`config.mk`:
```
export PLATFORM = sky130hd
export DESIGN_NAME = ldsr_top
export DESIGN_NICKNAME = d
export VERILOG_FILES = /design/src/ldsr_pkg.sv /design/src/ldsr_reg_if.sv /design/src/ldsr_bank.sv /design/src/ldsr_top.sv
export SDC_FILE = /design/constraint.sdc
export NUM_CORES = 1
export LEC_CHECK = 0
export ABC_AREA = 0
export BUFFER_PORTS_ARGS = -buffer_cell sky130_fd_sc_hd__buf_4
export CAP_MARGIN = 0
export CELL_PAD_IN_SITES_DETAIL_PLACEMENT = 0
export CELL_PAD_IN_SITES_GLOBAL_PLACEMENT = 1
export CORE_MARGIN = 8
export CORE_UTILIZATION = 50
export DETAILED_ROUTE_END_ITERATION = 12
export PLACE_DENSITY = 0.9
export SLEW_MARGIN = 0
export SYNTH_ARGS = -nofsm -noshare
export SYNTH_HDL_FRONTEND = slang
export SYNTH_HIERARCHICAL = 1
export SYNTH_SLANG_ARGS = --single-unit
export TNS_END_PERCENT = 5
```
`constraint.sdc`:
```
create_clock -name CLK -period 3.9 [get_ports CLK]
set_clock_uncertainty 0.15 [all_clocks]
set_input_delay 0.78 -clock CLK [delete_from_list [all_inputs] [get_ports CLK]]
set_output_delay 0.78 -clock CLK [all_outputs]
set_load 0.005 [all_outputs]
```
`src/ldsr_pkg.sv`:
```
// Package with offsets, field layout, reset values and states of the sink level block
package ldsr_pkg;
  localparam logic [6:0] DEV_ADDR = 7'h30;
  localparam logic [7:0] ID_OFS = 8'h00;
  localparam logic [7:0] LVL_OFS = 8'h01;
  localparam logic [7:0] LVL_RST = 8'h9C;
  localparam logic [7:0] SINK_RST = 8'h00;
  localparam logic [7:0] UNMAPPED_RD = 8'h00;
  localparam int REV_LSB = 0;
  localparam int REV_W = 3;
  localparam int IDENT_LSB = 3;
  localparam int IDENT_W = 5;
  // Arbitrary neutral values
  localparam logic [4:0] IDENT_DEFAULT = 5'h0D;
  localparam logic [2:0] REV_DEFAULT = 3'h1;
  localparam logic [1:0] MODE_IND = 2'h1;
  localparam logic [1:0] MODE_ASSIST = 2'h2;
  localparam logic [7:0] IND_MASK = 8'h3F;
  localparam logic [7:0] ASSIST_MASK = 8'h7F;
  localparam logic [2:0] LAST_BIT = 3'h7;
  typedef enum logic [9:0] {
    S_IDLE = 10'h001,
    S_ADDR = 10'h002,
    S_PTR = 10'h004,
    S_WR = 10'h008,
    S_ACK0 = 10'h010,
    S_ACK1 = 10'h020,
    S_RD = 10'h040,
    S_RACK0 = 10'h080,
    S_RACK = 10'h100,
    S_RNXT = 10'h200
  } ldsr_state_t;
endpackage

```
`src/ldsr_reg_if.sv`:
```
// Interface between the serial front end and the register bank
`timescale 1ns/1ns
interface ldsr_reg_if (
  input logic clk,
  input logic rst_n
);
  logic ce;
  logic [1:0] mode;
  logic [7:0] ptr;
  logic [7:0] wdata;
  logic wr;
  logic [7:0] rdata;
  logic [7:0] sink;
  modport ctl (input clk, input rst_n, output ce, output mode, output ptr, output wdata,
    output wr, input rdata, input sink);
  modport bank (input clk, input rst_n, input ce, input mode, input ptr, input wdata,
    input wr, output rdata, output sink);
endinterface

```
`src/ldsr_bank.sv`:
```
// Identity and sink current level registers with mode masking
`timescale 1ns/1ns
module ldsr_bank
  import ldsr_pkg::*;
#(
  parameter logic [4:0] IDENT = IDENT_DEFAULT,
  parameter logic [2:0] CHIP_REV = REV_DEFAULT
)
(
  ldsr_reg_if.bank bus
);
  logic [7:0] level_r;
  logic [7:0] level_nxt;
  logic [7:0] sink_r;
  logic [7:0] sink_nxt;
  logic [7:0] rd_word;

  // ----------------------------------------
  // Next values
  // ----------------------------------------
  always_comb
  begin
    level_nxt = level_r;
    // Identity and unmapped writes fall through untouched
    if (bus.wr && (bus.ptr == LVL_OFS))
    begin
      level_nxt = bus.wdata;
    end
    case (bus.mode)
      MODE_ASSIST: sink_nxt = level_r & ASSIST_MASK;
      MODE_IND: sink_nxt = level_r & IND_MASK;
      default: sink_nxt = level_r;
    endcase
  end

  always_comb
  begin
    rd_word = UNMAPPED_RD;
    if (bus.ptr == ID_OFS)
    begin
      rd_word[REV_LSB +: REV_W] = CHIP_REV;
      rd_word[IDENT_LSB +: IDENT_W] = IDENT;
    end
    else if (bus.ptr == LVL_OFS)
    begin
      rd_word = level_r;
    end
  end

  assign bus.rdata = rd_word;
  assign bus.sink = sink_r;

  always_ff @(posedge bus.clk or negedge bus.rst_n)
  begin
    if (!bus.rst_n)
    begin
      level_r <= LVL_RST;
      sink_r <= SINK_RST;
    end
    else if (bus.ce)
    begin
      level_r <= level_nxt;
      sink_r <= sink_nxt;
    end
  end
endmodule

```
`src/ldsr_top.sv`:
```
// Two-wire serial slave front end with identity and sink current level registers
`timescale 1ns/1ns
// Functional notes
// - Address 0 bits 2:0 give chip revision
// - Address 0 bits 7:3 give constant identity
// - Address 1 is read/write combined sink code
// - Sink code register resets to 9Ch; SINK_CODE resets to 00h and follows it one enabled clock later
// - Assist mode uses only code bits 6:0
// - Indicator mode uses only code bits 5:0
// - Slave address 0110000, pointer auto-increments
module ldsr_top
  import ldsr_pkg::*;
#(
  parameter logic [4:0] IDENT = IDENT_DEFAULT,
  parameter logic [2:0] CHIP_REV = REV_DEFAULT
)
(
  input wire logic CLK,
  input wire logic RSTN,
  input wire logic CE,
  input wire logic SCL_I,
  input wire logic SDA_I,
  input wire logic [1:0] MODE_SEL,
  output logic SDA_O,
  output logic SDA_OE,
  output logic [7:0] SINK_CODE
);
  ldsr_reg_if bus (.clk(CLK), .rst_n(RSTN));

  ldsr_bank #(.IDENT(IDENT), .CHIP_REV(CHIP_REV)) u_bank (.bus(bus.bank));

  ldsr_state_t st_r;
  ldsr_state_t st_nxt;
  ldsr_state_t tgt_r;
  ldsr_state_t tgt_nxt;
  logic scl_q_r;
  logic sda_q_r;
  logic [7:0] sh_r;
  logic [7:0] sh_nxt;
  logic [2:0] cnt_r;
  logic [2:0] cnt_nxt;
  logic [7:0] ptr_r;
  logic [7:0] ptr_nxt;
  logic [7:0] wdata_r;
  logic [7:0] wdata_nxt;
  logic wr_r;
  logic wr_nxt;
  logic oe_r;
  logic oe_nxt;
  logic scl_rise;
  logic scl_fall;
  logic start_c;
  logic stop_c;
  logic [7:0] byte_in;

  // ----------------------------------------
  // Bus conditions
  // ----------------------------------------
  // Inputs are synchronous, so one stage of history is enough for edges
  assign scl_rise = SCL_I & ~scl_q_r;
  assign scl_fall = ~SCL_I & scl_q_r;
  assign start_c = scl_q_r & SCL_I & sda_q_r & ~SDA_I;
  assign stop_c = scl_q_r & SCL_I & ~sda_q_r & SDA_I;
  assign byte_in = {sh_r[6:0], SDA_I};

  // ----------------------------------------
  // Protocol engine
  // ----------------------------------------
  always_comb
  begin
    st_nxt = st_r;
    tgt_nxt = tgt_r;
    sh_nxt = sh_r;
    cnt_nxt = cnt_r;
    ptr_nxt = ptr_r;
    wdata_nxt = wdata_r;
    wr_nxt = 1'b0;
    oe_nxt = oe_r;
    if (wr_r)
    begin
      ptr_nxt = ptr_r + 8'h01;
    end
    if (start_c)
    begin
      st_nxt = S_ADDR;
      cnt_nxt = 3'h0;
      oe_nxt = 1'b0;
    end
    else if (stop_c)
    begin
      st_nxt = S_IDLE;
      oe_nxt = 1'b0;
    end
    else
    begin
      case (st_r)
        S_IDLE:
        begin
          oe_nxt = 1'b0;
        end
        S_ADDR, S_PTR, S_WR:
        begin
          if (scl_rise)
          begin
            sh_nxt = byte_in;
            cnt_nxt = cnt_r + 3'h1;
            if (cnt_r == LAST_BIT)
            begin
              st_nxt = S_ACK0;
              if (st_r == S_ADDR)
              begin
                // A foreign address leaves the bus alone until the next start
                if (byte_in[7:1] != DEV_ADDR)
                begin
                  st_nxt = S_IDLE;
                end
                tgt_nxt = byte_in[0] ? S_RNXT : S_PTR;
              end
              else if (st_r == S_PTR)
              begin
                ptr_nxt = byte_in;
                tgt_nxt = S_WR;
              end
              else
              begin
                // Every data byte is acknowledged, even for read-only targets
                wr_nxt = 1'b1;
                wdata_nxt = byte_in;
                tgt_nxt = S_WR;
              end
            end
          end
        end
        S_ACK0:
        begin
          if (scl_fall)
          begin
            oe_nxt = 1'b1;
            st_nxt = S_ACK1;
          end
        end
        S_ACK1:
        begin
          if (scl_fall)
          begin
            cnt_nxt = 3'h0;
            if (tgt_r == S_RNXT)
            begin
              sh_nxt = bus.rdata;
              oe_nxt = ~bus.rdata[7];
              st_nxt = S_RD;
            end
            else
            begin
              oe_nxt = 1'b0;
              st_nxt = tgt_r;
            end
          end
        end
        S_RD:
        begin
          if (scl_rise)
          begin
            cnt_nxt = cnt_r + 3'h1;
            if (cnt_r == LAST_BIT)
            begin
              ptr_nxt = ptr_r + 8'h01;
              st_nxt = S_RACK0;
            end
          end
          else if (scl_fall)
          begin
            sh_nxt = {sh_r[6:0], 1'b0};
            oe_nxt = ~sh_r[6];
          end
        end
        S_RACK0:
        begin
          if (scl_fall)
          begin
            oe_nxt = 1'b0;
            st_nxt = S_RACK;
          end
        end
        S_RACK:
        begin
          if (scl_rise)
          begin
            st_nxt = SDA_I ? S_IDLE : S_RNXT;
          end
        end
        S_RNXT:
        begin
          if (scl_fall)
          begin
            sh_nxt = bus.rdata;
            oe_nxt = ~bus.rdata[7];
            cnt_nxt = 3'h0;
            st_nxt = S_RD;
          end
        end
        default:
        begin
          st_nxt = S_IDLE;
          oe_nxt = 1'b0;
        end
      endcase
    end
  end

  always_ff @(posedge CLK or negedge RSTN)
  begin
    if (!RSTN)
    begin
      st_r <= S_IDLE;
      tgt_r <= S_IDLE;
      scl_q_r <= 1'b1;
      sda_q_r <= 1'b1;
      sh_r <= 8'h00;
      cnt_r <= 3'h0;
      ptr_r <= 8'h00;
      wdata_r <= 8'h00;
      wr_r <= 1'b0;
      oe_r <= 1'b0;
    end
    else if (CE)
    begin
      st_r <= st_nxt;
      tgt_r <= tgt_nxt;
      scl_q_r <= SCL_I;
      sda_q_r <= SDA_I;
      sh_r <= sh_nxt;
      cnt_r <= cnt_nxt;
      ptr_r <= ptr_nxt;
      wdata_r <= wdata_nxt;
      wr_r <= wr_nxt;
      oe_r <= oe_nxt;
    end
  end

  // ----------------------------------------
  // Bank hookup and pins
  // ----------------------------------------
  assign bus.ce = CE;
  assign bus.mode = MODE_SEL;
  assign bus.ptr = ptr_r;
  assign bus.wdata = wdata_r;
  assign bus.wr = wr_r;
  // Open drain: the line is only ever pulled low
  assign SDA_O = 1'b0;
  assign SDA_OE = oe_r;
  assign SINK_CODE = bus.sink;
endmodule
```
==> flow_metrics.py <==
metrics = {
    "clocking": {
        "cts_made_buffers": 9,
        "clk_latency_ns": 0.34,
        "cts-root-buf": "clkbuf_8",
        "ctsResizeCount": 0,
        "cts.sinks": 60,
        "post_cts_buffers": 0,
        "clock_path_buffers": 2,
        "cts_hold_buf": 0,
        "clk_pin_slew_ns": 0.08,
        "cts_tree": "done",
        "htreeDepth": 3,
    },
    "setup_path": {
        "worst_path_max_delay_cell": "nor4_2",
        "endpoint_kind": "flop",
        "rrSetupSlack_ns": 0.94,
        "critPathLaunchType": "flop",
        "crit_buf_inv": 0,
        "worst-endpoint-required_ns": 3.98,
        "worstPathCellList": "nor4_2 -> nand3_2 -> or4_1 -> nor2_2 -> mux2_2",
        "cpPeakStageDelay_ns": 0.56,
        "path_class": "flop to flop",
        "critPathArrivalTime_ns": 3.04,
        "path_max_fanout": 13,
        "worst_path_dominant_cell_family": "simple AND/OR/NAND/NOR gates",
    },
    "power_and_ir_drop": {
        "ir_drop_mv": 0.308,
        "finalPower_mw": 1.59,
        "p_leak_nw": 1.78,
        "power_density_mw_per_mm2": 400,
    },
    "run_status": {
        "status": "completed",
    },
    "grt": {
        "gr-total-overflow": 0,
        "grt_max_degree": 61,
        "grt.total_usage_pct": 18.2,
        "grt_pass1_wl_um": 14600,
        "antenna_found_initial": 0,
        "grt_pass1_vias": 2873,
    },
    "synth": {
        "synth_seq_area_share_pct": 41.2,
        "synth_top_family_by_area": "simple AND/OR/NAND/NOR gates",
        "synth_mux_area_share_pct": 12.2,
        "syn_area_per_cell_um2": 9.91,
        "async_reset_ff_share_pct": 100,
        "synth_seq_cells": 60,
        "synth_top_cell_by_area": "dfrtp_1",
        "synth_most_common_cell": "dfrtp_1",
        "synth_edf_count": 0,
        "synthSimpleGateAreaFrac_pct": 21.3,
        "synth_commonest_cells": "52 x dfrtp_1, 38 x mux2_2, 28 x nand2_1, 22 x nor2_1, 20 x inv_1",
        "synth_area_mm2": 0.00367,
        "synth_fa_ha_area_share_pct": 1.36,
        "ys_types": 66,
        "ys.flop_type": "dfrtp_1",
        "syn_nets": 381,
        "synth-compound-area-share_pct": 15.8,
        "synth_xor_area_share_pct": 2.63,
        "synthCells": 370,
        "synth_top_area_share_pct": 35.5,
        "synthTopCellsByArea": "dfrtp_1 35%, mux2_2 12%, dfstp_2 5.7%",
        "yosys_warnings": 6,
    },
    "route": {
        "drt-total-wl_um": 8850,
        "vias": 2967,
        "drt_pass1_iterations": 5,
        "wl_per_cell_um": 18.5,
        "drcViolationCount": 0,
        "antenna_left": 0,
        "vias_per_cell": 6.19,
        "drt_iter0_markers": 248,
    },
    "sta": {
        "rsz0062_at_grt": "no",
        "period_minus_slack_ns": 2.96,
        "hold_ws_ns": 0.352,
        "slew_viol_final": 0,
        "fin_tns_setup_ns": 0,
        "fmax_mhz": 337,
        "period_share_pct": 76.0,
        "finalHoldViolCount": 0,
        "worst_pin_slew_ns": 0.769,
        "maxSlewHeadroom_pct": 48.7,
        "setup_viol": 0,
    },
    "cells_and_area": {
        "finalNetCount": 386,
        "regArea_mm2": 0.00151,
        "fillers": 643,
        "area_delta_synth_final_pct": 8.05,
        "multi_input_area_mm2": 0.00196,
        "diodes": 0,
        "drive_gt1_share_pct": 25.5,
    },
    "floorplan": {
        "io_pins": 17,
        "initial_core_util_pct": 51.1,
        "die_x_um": 102,
        "core_area_mm2": 0.00718,
        "rows": 31,
        "die_h_um": 102,
        "die_area_mm2": 0.0103,
    },
    "job": {
        "max_cap_violations": 0,
    },
    "hold_path": {
        "hold_class": "input pin to async pin",
    },
    "place": {
        "io_buffer_count": 15,
        "globalplace.congestion": 0.893,
        "dp_hpwl_um": 6210,
    },
}
-- layout make-up --
cell class | count | share of cell area (%)
inverter | 20 | 1.89
clock buffer | 9 | 3.13
clock inverter | 7 | 1.29
timing repair buffer | 16 | 3.03
multi-input combinational | 268 | 49.4
tap | 99 | 3.13
sequential | 60 | 38.1
-- power by group --
part,internal [mW],leakage (nW),switching (mW)
combinational,0.130,0.912,0.198
sequential,0.670,0.779,0.0723
clock,0.233,0.0860,0.282
total,1.03,1.78,0.552
-- final timing paths --
kind	end	cells past startpoint	start
max	bus.wdata[7]$_DFFE_PN0P_	5	st_r[7]$_DFFE_PN0P_
min	st_r[1]$_DFFE_PN0P_	1	RSTN
max reg2reg	bus.wdata[7]$_DFFE_PN0P_	5	st_r[7]$_DFFE_PN0P_
min reg2reg	cnt_r[0]$_DFFE_PN0P_	1	cnt_r[0]$_DFFE_PN0P_
max in group asynchronous	bus.ptr[3]$_DFFE_PN0P_	1	RSTN
min in group CLK	cnt_r[0]$_DFFE_PN0P_	1	cnt_r[0]$_DFFE_PN0P_
-- metal layers --
| layer | GRT usage, % | wire, um | part of all wire [%] |
|---|---|---|---|
| met5 | 0 | 0 | 0 |
| met4 | 8.36 | 229 | 2.6 |
| met3 | 3.85 | 419 | 4.7 |
| met2 | 27.7 | 4130 | 47 |
| met1 | 24.2 | 4080 | 46 |
-- through the flow --
stage	worst slack (ns)	area (um2)	cells	util [%]
floorplan	1.24	3670	370	-
global placement	0.904	3790	463	52.8
detailed placement	0.841	3790	463	52.8
CTS	0.990	3960	479	55.2
global route	0.858	3960	479	55.2
finish	0.936	3960	479	55.2
-- layout by cell type (no fill, tap or decap), types with 3 or more instances in the layout --
cell type / instances
and3_1: 5
nand2b_1: 5
and2_1: 8
nand4_1: 4
o21ai_0: 17
xnor2_1: 6
nor3_1: 10
a21oi_1: 18
a211oi_1: 4
or4b_2: 4
dfstp_2: 8
nor2_1: 22
nand2_1: 28
clkbuf_8: 9
nor2b_1: 3
o31ai_1: 6
inv_1: 20
o22ai_1: 3
a221o_1: 3
buf_4: 16
mux2_2: 38
ha_1: 4
or4_1: 3
dfrtp_1: 52
nor3b_1: 3
nor4_1: 4
a21o_1: 4
xor2_1: 5
nand3_1: 12
a22o_1: 3
-- worst register-to-register path, cell delays in order, from the launching register on --
cell and delay, ns:
dfrtp_1 0.54, nor4_2 0.56, nand3_2 0.26, or4_1 0.56, nor2_2 0.40, mux2_2 0.39
-- flip-flops by register name, indices dropped and copies added (netlist names) --
| register | flops |
|---|---|
| u_bank/bus.sink | 8 |
| bus.ptr | 8 |
| cnt_r | 3 |
| SDA_OE | 1 |
| bus.wr | 1 |
| tgt_r | 4 |
| sh_r | 7 |
| u_bank/level_r | 8 |
| scl_q_r | 1 |
| sda_q_r | 1 |
| bus.wdata | 8 |
| st_r | 10 |
-- cell families (layout without fill, tap and decap cells) --
| kind of cell | after synthesis | after routing |
|---|---|---|
| buf+inv | 42 | 52 |
| fa+ha+maj | 4 | 4 |
| other cells | 1 | 1 |
| compound gates | 83 | 83 |
| xor+xnor | 11 | 11 |
| flops | 60 | 60 |
| mux | 40 | 40 |
| simple gates | 129 | 129 |
(Power assumes the default switching activity.)
